===== config.mk =====
export PLATFORM = sky130hd
export DESIGN_NAME = pom_out_ctrl
export DESIGN_NICKNAME = d
export VERILOG_FILES = /design/src/shared/pom_pkg.sv /design/src/shared/pom_stage_if.sv /design/src/hw/pom_out_ctrl.sv /design/src/hw/pom_stage.sv
export SDC_FILE = /design/constraint.sdc
export NUM_CORES = 1
export LEC_CHECK = 0
export ABC_AREA = 1
export BUFFER_PORTS_ARGS = -buffer_cell sky130_fd_sc_hd__buf_4
export CAP_MARGIN = 10
export CORE_UTILIZATION = 40
export CTS_BUF_LIST = sky130_fd_sc_hd__clkbuf_4 sky130_fd_sc_hd__clkbuf_8
export DETAILED_ROUTE_END_ITERATION = 8
export GPL_TIMING_DRIVEN = 1
export PLACE_DENSITY = 0.66
export RECOVER_POWER = 50
export SETUP_SLACK_MARGIN = 0.15
export SKIP_CTS_REPAIR_TIMING = 1
export SLEW_MARGIN = 10
export SYNTH_ARGS = -nofsm -noshare
export SYNTH_HDL_FRONTEND = slang
export SYNTH_HIERARCHICAL = 1
export SYNTH_SLANG_ARGS = --single-unit

===== constraint.sdc =====
create_clock -name clk -period 10.35 [get_ports clk]
set_input_delay 0.5175 -clock clk [delete_from_list [all_inputs] [get_ports clk]]
set_output_delay 0.5175 -clock clk [all_outputs]
set_load 0.02 [all_outputs]

===== src/shared/pom_pkg.sv =====
// constants, field positions and state types for the output mute and stage config block
// assumes one processing clock; the register port is the subaddress side of the control interface
package pom_pkg;

  localparam int NUM_CH = 8;

  // -------------------------------------------------------------
  // register map
  // -------------------------------------------------------------
  localparam logic [7:0] CFG_FIRST_OFS  = 8'h05;
  localparam logic [7:0] CFG_LAST_OFS   = 8'h0c;
  localparam logic [7:0] HP_CFG_OFS     = 8'h0d;
  localparam logic [7:0] CFG_RESET      = 8'he0;
  localparam logic [7:0] HP_CFG_DEFAULT = 8'he0;

  // -------------------------------------------------------------
  // stage config fields
  // -------------------------------------------------------------
  localparam int B_RECOVER    = 7;
  localparam int B_RST_VALID  = 6;
  localparam int B_MUTE_VALID = 5;
  localparam int B_INVERT     = 4;
  localparam int B_STAGE_TYPE = 3;
  localparam int B_POP        = 2;
  localparam int B_HIGH_IDLE  = 1;
  localparam int B_UNUSED     = 0;

  // channels 5 and 6 act as lineouts in six channel mode
  localparam logic [NUM_CH-1:0] LINEOUT_MASK = 8'h30;

  // -------------------------------------------------------------
  // timing
  // -------------------------------------------------------------
  localparam int CLK_PERIOD_NS  = 8;
  localparam int FAULT_MIN_CYC  = 5;
  localparam int FAULT_WAIT_MS  = 5;
  localparam int FAULT_WAIT_CYC = FAULT_WAIT_MS * 1000000 / CLK_PERIOD_NS;
  localparam logic [7:0] RAMP_TICK_CYC = 8'h10;

  typedef enum {PS_IDLE, PS_MUTE, PS_SWITCH, PS_UNMUTE} pom_path_t;
  typedef enum {FS_RUN, FS_WAIT} pom_fault_t;

endpackage : pom_pkg


===== src/shared/pom_stage_if.sv =====
// signals between the controller and one channel output stage
// assumes both ends share clk
`timescale 1ns/1ps
interface pom_stage_if;
  logic [7:0] cfg;
  logic [7:0] vol;
  logic [7:0] gain;
  logic       mute;
  logic       halt;
  logic       tick;
  logic       pwm_p_in;
  logic       pwm_m_in;
  logic       p;
  logic       m;
  logic       idle;
  logic       settled;

  modport stage (input cfg, vol, mute, halt, tick, pwm_p_in, pwm_m_in,
                 output gain, p, m, idle, settled);
  modport ctrl  (output cfg, vol, mute, halt, tick, pwm_p_in, pwm_m_in,
                 input gain, p, m, idle, settled);
endinterface : pom_stage_if


===== src/hw/pom_out_ctrl.sv =====
// output path control: path selector, mute arbitration, stage config registers, fault recovery
// assumes pwm inputs, fault input and register port are synchronous to clk;
// rst_n is the power down pin
//
// Notes on behaviour
// RQ1 - selector low enables headphone and disables speakers; high does the opposite. Only speaker outputs 1 and 2 are blanked here; 3 to 8 keep driving.
// RQ2 - headphone carries processed channels 1 and 2.
// RQ3 - in six channel mode the selector leaves lineouts 5 and 6 alone.
// RQ4 - selector change soft mutes to quiet, switches path, then soft unmutes.
// RQ5 - headphone active: channels 1 and 2 use headphone config, else own.
// RQ6 - remapped mixer in six channel mode: controller pulses mute pin after changes; this block does not, mute_pin_n is only an input here.
// RQ7 - master mute bit and mute pin, both active low, combine to mute all.
// RQ8 - mute ramps gain down smoothly; release ramps back smoothly.
// RQ9 - master mute plus per channel mutes that touch only their channel.
// RQ10 - a muted channel stops switching and settles to idle levels.
// RQ11 - any mute source overrides unmute and volume commands.
// RQ12 - unmute returns to latest volume, including commands taken while muted.
// RQ13 - eight channel config registers at channel1_stage_config to channel8_stage_config; host programs them.
// RQ14 - bit 7 picks error recovery on fault or uninterrupted running.
// RQ15 - bit 6 pulls stage ok low when the stage needs a reset.
// RQ16 - bit 5 pulls stage ok low when the stage must be muted.
// RQ17 - host should clear bits 6 and 5 for stages controlled through pwm.
// RQ18 - bit 4 inverts the channel's pwm polarity.
// RQ19 - host sets bit 3 only for one particular stage type.
// RQ20 - bit 1 drives both pwm outputs high during mute.
// RQ21 - bit 0 unused; bit 2 is an optional pop control.
// RQ22 - headphone config means the same; only its default value is used.
// RQ23 - fault is input low five cycles; wait 5 ms before re-initialising.
// RQ24 - six channel mode makes channels 5 and 6 lineouts.
// RQ25 - selector and mute pin pass a two stage synchroniser first.
// RQ26 - selector change during a path sequence waits until it completes.
`timescale 1ns/1ps
module pom_out_ctrl
  import pom_pkg::*;
#(
  parameter int FAULT_WAIT = FAULT_WAIT_CYC
)
(
  input  wire logic                        clk,
  input  wire logic                        rst_n,
  input  wire logic                        output_path_select,
  input  wire logic                        mute_pin_n,
  input  wire logic                        master_mute_n,
  input  wire logic                        six_ch_mode,
  input  wire logic [pom_pkg::NUM_CH-1:0]  chan_mute,
  input  wire logic [pom_pkg::NUM_CH-1:0]  auto_mute,
  input  wire logic                        am_mute,
  input  wire logic                        bank_mute,
  input  wire logic [pom_pkg::NUM_CH-1:0][7:0] chan_vol,
  input  wire logic [pom_pkg::NUM_CH-1:0]  pwm_p_in,
  input  wire logic [pom_pkg::NUM_CH-1:0]  pwm_m_in,
  input  wire logic                        stage_fault_in,
  input  wire logic                        reg_wr,
  input  wire logic [7:0]                  reg_addr,
  input  wire logic [7:0]                  reg_wdata,
  output logic      [7:0]                  reg_rdata,
  output logic      [pom_pkg::NUM_CH-1:0]  spk_p,
  output logic      [pom_pkg::NUM_CH-1:0]  spk_m,
  output logic      [1:0]                  hp_p,
  output logic      [1:0]                  hp_m,
  output logic      [pom_pkg::NUM_CH-1:0][7:0] chan_gain,
  output logic                             stage_ok,
  output logic                             hp_active,
  output logic                             path_busy
);

  import pom_pkg::*;

  logic [7:0]        cfg_q [NUM_CH];
  logic [7:0]        idx;
  logic              in_range;
  logic [1:0]        sel_sync;
  logic [1:0]        mute_sync;
  logic              hp_want;
  logic              path_mute;
  logic [NUM_CH-1:0] path_mask;
  logic [NUM_CH-1:0] affected;
  logic [NUM_CH-1:0] st_p;
  logic [NUM_CH-1:0] st_m;
  logic [NUM_CH-1:0] st_idle;
  logic [NUM_CH-1:0] st_settled;
  logic [NUM_CH-1:0] rst_bits;
  logic [NUM_CH-1:0] mute_bits;
  logic [NUM_CH-1:0] ch_mute;
  logic              fault_active;
  logic [2:0]        low_cnt;
  logic [19:0]       wait_cnt;
  logic [7:0]        tick_cnt;
  logic              tick;
  logic              unmute_seen;
  pom_path_t         path_st;
  pom_fault_t        fault_st;

  // -------------------------------------------------------------
  // register port
  // -------------------------------------------------------------
  assign idx      = reg_addr - CFG_FIRST_OFS;
  assign in_range = (reg_addr >= CFG_FIRST_OFS) && (reg_addr <= CFG_LAST_OFS);

  always_ff @(posedge clk or negedge rst_n) begin
    if (!rst_n) begin
      for (int i = 0; i < NUM_CH; i++) begin
        cfg_q[i] <= CFG_RESET;
      end
    end else if (reg_wr && in_range) begin
      cfg_q[idx[2:0]] <= reg_wdata; // RQ13
    end
  end

  // headphone config is fixed at its default, so writes to it are dropped
  always_ff @(posedge clk or negedge rst_n) begin
    if (!rst_n) begin
      reg_rdata <= 8'h00;
    end else if (in_range) begin
      reg_rdata <= cfg_q[idx[2:0]]; // RQ13
    end else if (reg_addr == HP_CFG_OFS) begin
      reg_rdata <= HP_CFG_DEFAULT; // RQ22
    end else begin
      reg_rdata <= 8'h00;
    end
  end

  // -------------------------------------------------------------
  // pin synchronisers
  // -------------------------------------------------------------
  always_ff @(posedge clk or negedge rst_n) begin
    if (!rst_n) begin
      sel_sync  <= 2'h3;
      mute_sync <= 2'h3;
    end else begin
      sel_sync  <= {sel_sync[0], output_path_select}; // RQ25
      mute_sync <= {mute_sync[0], mute_pin_n}; // RQ25
    end
  end

  assign hp_want = !sel_sync[1]; // RQ1

  // -------------------------------------------------------------
  // ramp tick
  // -------------------------------------------------------------
  always_ff @(posedge clk or negedge rst_n) begin
    if (!rst_n) begin
      tick_cnt <= 8'h00;
    end else if (tick) begin
      tick_cnt <= 8'h00;
    end else begin
      tick_cnt <= tick_cnt + 8'h01;
    end
  end

  assign tick = (tick_cnt == RAMP_TICK_CYC - 8'h01);

  // -------------------------------------------------------------
  // path switch sequence
  // -------------------------------------------------------------
  // lineouts are kept out of both the path mute and the completion checks
  assign path_mask = six_ch_mode ? ~LINEOUT_MASK : {NUM_CH{1'b1}}; // RQ3 RQ24
  assign path_mute = (path_st == PS_MUTE) || (path_st == PS_SWITCH);
  assign path_busy = (path_st != PS_IDLE);

  // a new selector level is only compared in idle, so it waits out a running sequence
  always_ff @(posedge clk or negedge rst_n) begin
    if (!rst_n) begin
      path_st   <= PS_IDLE;
      hp_active <= 1'b0;
    end else begin
      case (path_st)
        PS_IDLE: begin
          if (hp_want != hp_active) begin
            path_st <= PS_MUTE; // RQ4 RQ26
          end
        end
        PS_MUTE: begin
          if ((st_idle & path_mask) == path_mask) begin
            path_st <= PS_SWITCH; // RQ4
          end
        end
        PS_SWITCH: begin
          hp_active <= !hp_active; // RQ4
          path_st   <= PS_UNMUTE;
        end
        PS_UNMUTE: begin
          if (unmute_seen && ((st_settled & path_mask) == path_mask)) begin
            path_st <= PS_IDLE; // RQ26
          end
        end
        default: begin
          path_st <= PS_IDLE;
        end
      endcase
    end
  end

  // settled flags lag a cycle, so the first unmute cycle still shows the muted state
  always_ff @(posedge clk or negedge rst_n) begin
    if (!rst_n) begin
      unmute_seen <= 1'b0;
    end else begin
      unmute_seen <= (path_st == PS_UNMUTE); // RQ26
    end
  end

  // -------------------------------------------------------------
  // stage fault recovery
  // -------------------------------------------------------------
  always_ff @(posedge clk or negedge rst_n) begin
    if (!rst_n) begin
      fault_st <= FS_RUN;
      low_cnt  <= 3'h0;
      wait_cnt <= 20'h00000;
    end else begin
      case (fault_st)
        FS_RUN: begin
          wait_cnt <= 20'h00000;
          if (stage_fault_in) begin
            low_cnt <= 3'h0;
          end else if (low_cnt == 3'(FAULT_MIN_CYC - 1)) begin
            low_cnt  <= 3'h0;
            fault_st <= FS_WAIT; // RQ23
          end else begin
            low_cnt <= low_cnt + 3'h1;
          end
        end
        FS_WAIT: begin
          if (wait_cnt == 20'(FAULT_WAIT - 1)) begin
            fault_st <= FS_RUN; // RQ23
          end else begin
            wait_cnt <= wait_cnt + 20'h00001;
          end
        end
        default: begin
          fault_st <= FS_RUN;
        end
      endcase
    end
  end

  assign fault_active = (fault_st == FS_WAIT);

  // -------------------------------------------------------------
  // channel stages
  // -------------------------------------------------------------
  for (genvar i = 0; i < NUM_CH; i++) begin : g_ch
    pom_stage_if sif ();
    logic [7:0] cfg_use;

    assign cfg_use = (i < 2 && hp_active) ? HP_CFG_DEFAULT : cfg_q[i]; // RQ5 RQ22
    // lineouts in six channel mode ride through a stage fault
    assign affected[i] = cfg_use[B_RECOVER] && !(six_ch_mode && LINEOUT_MASK[i]); // RQ14
    assign ch_mute[i] = !master_mute_n || !mute_sync[1] // RQ7
                      || chan_mute[i] || auto_mute[i] || am_mute || bank_mute // RQ9 RQ11
                      || (path_mute && path_mask[i]); // RQ4

    assign sif.cfg      = cfg_use;
    assign sif.vol      = chan_vol[i];
    assign sif.mute     = ch_mute[i];
    assign sif.halt     = fault_active && affected[i]; // RQ14
    assign sif.tick     = tick;
    assign sif.pwm_p_in = pwm_p_in[i];
    assign sif.pwm_m_in = pwm_m_in[i];
    assign chan_gain[i] = sif.gain;
    assign st_p[i]       = sif.p;
    assign st_m[i]       = sif.m;
    assign st_idle[i]    = sif.idle;
    assign st_settled[i] = sif.settled;
    assign rst_bits[i]   = sif.halt && cfg_use[B_RST_VALID];
    assign mute_bits[i]  = sif.idle && cfg_use[B_MUTE_VALID];

    pom_stage u_stage (
      .clk   (clk),
      .rst_n (rst_n),
      .s     (sif.stage)
    );
  end

  // -------------------------------------------------------------
  // output routing
  // -------------------------------------------------------------
  always_ff @(posedge clk or negedge rst_n) begin
    if (!rst_n) begin
      stage_ok <= 1'b0;
    end else begin
      stage_ok <= !(|rst_bits) && !(|mute_bits); // RQ15 RQ16
    end
  end

  always_ff @(posedge clk or negedge rst_n) begin
    if (!rst_n) begin
      spk_p <= '0;
      spk_m <= '0;
      hp_p  <= 2'h0;
      hp_m  <= 2'h0;
    end else if (hp_active) begin
      spk_p <= {st_p[NUM_CH-1:2], 2'h0}; // RQ1
      spk_m <= {st_m[NUM_CH-1:2], 2'h0};
      hp_p  <= st_p[1:0]; // RQ2
      hp_m  <= st_m[1:0]; // RQ2
    end else begin
      spk_p <= st_p; // RQ1
      spk_m <= st_m;
      hp_p  <= 2'h0;
      hp_m  <= 2'h0;
    end
  end

endmodule : pom_out_ctrl


===== src/hw/pom_stage.sv =====
// one channel: soft gain ramp, mute idle levels, fault halt, polarity
// assumes the controller resolves all mute sources into s.mute
`timescale 1ns/1ps
module pom_stage
  import pom_pkg::*;
(
  input  wire logic   clk,
  input  wire logic   rst_n,
  pom_stage_if.stage  s
);

  logic [7:0] target;

  // -------------------------------------------------------------
  // gain ramp
  // -------------------------------------------------------------
  // target follows the live volume, so an unmute lands on the latest command
  assign target = s.mute ? 8'h00 : s.vol; // RQ11 RQ12

  always_ff @(posedge clk or negedge rst_n) begin
    if (!rst_n) begin
      s.gain <= 8'h00;
    end else if (s.tick) begin
      if (s.gain < target) begin
        s.gain <= s.gain + 8'h01; // RQ8
      end else if (s.gain > target) begin
        s.gain <= s.gain - 8'h01; // RQ8
      end
    end
  end

  always_ff @(posedge clk or negedge rst_n) begin
    if (!rst_n) begin
      s.idle    <= 1'b1;
      s.settled <= 1'b0;
    end else begin
      s.idle    <= s.mute && (s.gain == 8'h00); // RQ10
      s.settled <= (s.gain == target);
    end
  end

  // -------------------------------------------------------------
  // pwm outputs
  // -------------------------------------------------------------
  // bit 0 and the pop and stage type bits have no effect on this path
  always_ff @(posedge clk or negedge rst_n) begin // RQ21
    if (!rst_n) begin
      s.p <= 1'b0;
      s.m <= 1'b0;
    end else if (s.halt) begin
      s.p <= 1'b0; // RQ14
      s.m <= 1'b0;
    end else if (s.idle) begin
      s.p <= s.cfg[B_HIGH_IDLE]; // RQ10 RQ20
      s.m <= s.cfg[B_HIGH_IDLE]; // RQ20
    end else begin
      s.p <= s.pwm_p_in ^ s.cfg[B_INVERT]; // RQ18
      s.m <= s.pwm_m_in ^ s.cfg[B_INVERT]; // RQ18
    end
  end

endmodule : pom_stage


==> impl_results.md <==
* Ant diodes at 0
* Slew Viols, Final at 85
* Worst Setup Path Type: in -> async
* Worst Tran Pin Value at between 4000 and 5000 ps
* Most frequent cells in the layout: nand2_1, inv_1, dfrtp_1, nor2_1, buf_4
* Avg Vias per Cell at roughly 4.9
* Routed WL per cell at roughly 15 um
* Mean Syn Cell Area at roughly 8 um2
* Failing checks: capacitance limit, slew limit
* Total of max-cap violations at 1
* Dpl hpwl at roughly 28 mm
* Site row count at 70
* R2R depth at 19
* Yosys warning total at 6
* Fmax at 0.1992 GHz
* Hold path startpoint: output_path_select
* Reg clk slew, reported paths at 50 ps
* Commonest non-fill, non-tap cell in the layout: nand2_1
* H-tree levels at 2
* 1st-iter DRT viols at about 660
* CTS tree: yes
* Cells along the critical path: dlygate4sd3_1, clkbuf_1, buf_4
* Status: finished with violations
* Total CTS buffers at 44
* Clock buffer depth at 3
* Worst Hold Endpoint: sel_sync[0]
* IO Pins at 217
* Sw Pwr at 0.002512 W
* Crit path max fanout at 84
* Synth-to-layout area growth at 16.43%
* Worst reg2reg path startpoint: path_st[0]
* Net count reported at finish at 2385
* CP endpoint kind: async pin
* Arrival time at the worst endpoint at approximately 5500 ps
* Vias in the first global route at ~13000
* Total GRT Usage at between 20% and 30%
* Hold WC Path Type: in -> reg
* Slowest cell delay on critical path at about 3300 ps
* Peak supply drop at between 0.2 and 0.25 mV
* Die Width at approximately 200 um
* Routability Congestion at approximately 0.9
* Clk root buf: clkbuf_8
* Die footprint at approximately 0.038 mm2
* Sequential share of power at between 20% and 30%
* Clk sink count at 229
* PwrDens at approximately 310 mW/mm2
* Clock latency on the worst-skew pair at approximately 560 ps
* First-pass GRT wire length at 64.14 mm
* Total gr overflow at 0
* Tmin final at roughly 5000 ps
* Layout cell share with drive strength beyond 1 at between 10% and 20%
* CORE AREA at 0.03679 mm2
* First-pass DRT Iterations at 8
* CP max-delay cell: clkbuf_1
* Syn nets at around 2200
* Worst Hold Path Cells at 1
* Sw Share at between 40% and 50%
* Fin cells at ~2600
* RSZ-0062 raised after global routing: no
* Input/output buffers at 216
* Clock Skews at roughly 35 ps
* Synth Instances at ~1900
* Largest net degree at the start of global routing at 85
* Setup violators final at 0
* R2R Setup Slk at slightly above 6000 ps
* CP startpoint kind: input pin
* Static leakage at approximately 9 nW
* Hold slack at a little under 80 ps
* Sum Neg Setup Slack at 0 ps
* R2r endpoint: g_ch[0].u_stage/s.gain[7]
* Combinational share of power at ~56%
* Height of the die at just under 200 um
* Initial Utilization at between 40% and 50%
* Remaining DRCs at 0
* Period Utilization, post-route at between 40% and 50%
* Routed Wire Length at about 38 mm
* Worst slew margin relative to its limit at -211.5%
* Antenna violations before repair at 0
* Clk pwr share at a little under a fifth
* Final Util at 47.49%
* Vias at 13010
* Remaining antenna violation count at 0
* Synthesized area at about 0.015 mm2
* Dpl cells at 2553
* Critical Path RT at approximately 11000 ps
* Final Hold Viols at 0
* Internal power at roughly 0.0028 W
==> through the flow <==
stage | power, W | area [um2] | setup slack [ps]
detailed placement | 0.004480 | 16850 | 5965
finish | 0.005350 | 17470 | 5330
floorplan | 0.003685 | 15000 | 7026
global placement | 0.004372 | 16850 | 6129
CTS | 0.005503 | 17830 | 5989
global route | 0.005880 | 17470 | 4331
==> area by class of cell <==
class / instances / area, um2
multi-input combinational: 1422 / 8018
sequential: 229 / 5776
clock inverter: 14 / 132.6
timing repair buffer: 223 / 1316
fill: 3689 / 19320
clock buffer: 66 / 845.8
inverter: 212 / 795.8
tap: 468 / 585.6
==> how the worst max path moves through the flow <==
stage	slack [ps]	to	start	depth (start not counted)
finish	5330	g_ch[3].u_stage/s.gain[7]	rst_n	3
global route	4330	g_ch[3].u_stage/s.gain[7]	rst_n	3
CTS	5990	g_ch[6].u_stage/s.gain[7]	path_st[0]	19
detailed placement	5970	g_ch[6].u_stage/s.gain[7]	path_st[0]	19
global placement	6130	g_ch[7].u_stage/s.gain[7]	path_st[0]	20
floorplan	7030	g_ch[3].u_stage/s.gain[7]	path_st[0]	19
==> worst max-delay path: cells and delay by family <==
| kind | cells | cell delay [ps] |
|---|---|---|
| buffers and inverters | 3 | 4940 |
==> flip-flops by register name, indices dropped and copies added (netlist names), 3 cells and up <==
| register | cells |
|---|---|
| g_ch.u_stage/s.gain | 64 |
| g_ch.cfg_use | 48 |
| wait_cnt | 20 |
| cfg_q | 16 |
| g_ch.u_stage/s.idle | 8 |
| g_ch.u_stage/s.m | 8 |
| g_ch.u_stage/s.p | 8 |
| g_ch.u_stage/s.settled | 8 |
| reg_rdata | 8 |
| spk_m | 8 |
| spk_p | 8 |
| tick_cnt | 8 |
| low_cnt | 3 |
==> power by group through the flow <==
| stage | clock network [W] | registers [W] | logic [W] |
|---|---|---|---|
| after global placement | 0 | 0.00140 | 0.00298 |
| after detailed placement | 0 | 0.00140 | 0.00308 |
| after CTS | 0.00102 | 0.00139 | 0.00310 |
| final | 0.000988 | 0.00138 | 0.00298 |
| after floorplan | 0 | 0.00147 | 0.00222 |
| after global routing | 0.00106 | 0.00142 | 0.00340 |
==> per-layer routing <==
| metal | track usage (%) | part of all wire [%] | vias up |
|---|---|---|---|
| li1 | - | - | 6599 |
| met3 | 3.662 | 5.1 | 75 |
| met4 | 6.887 | 2.6 | 0 |
| met5 | 0 | 0 | - |
| met2 | 34.17 | 47 | 301 |
| met1 | 26.59 | 45 | 6034 |
Note: power is estimated with default switching activity, not from simulation.
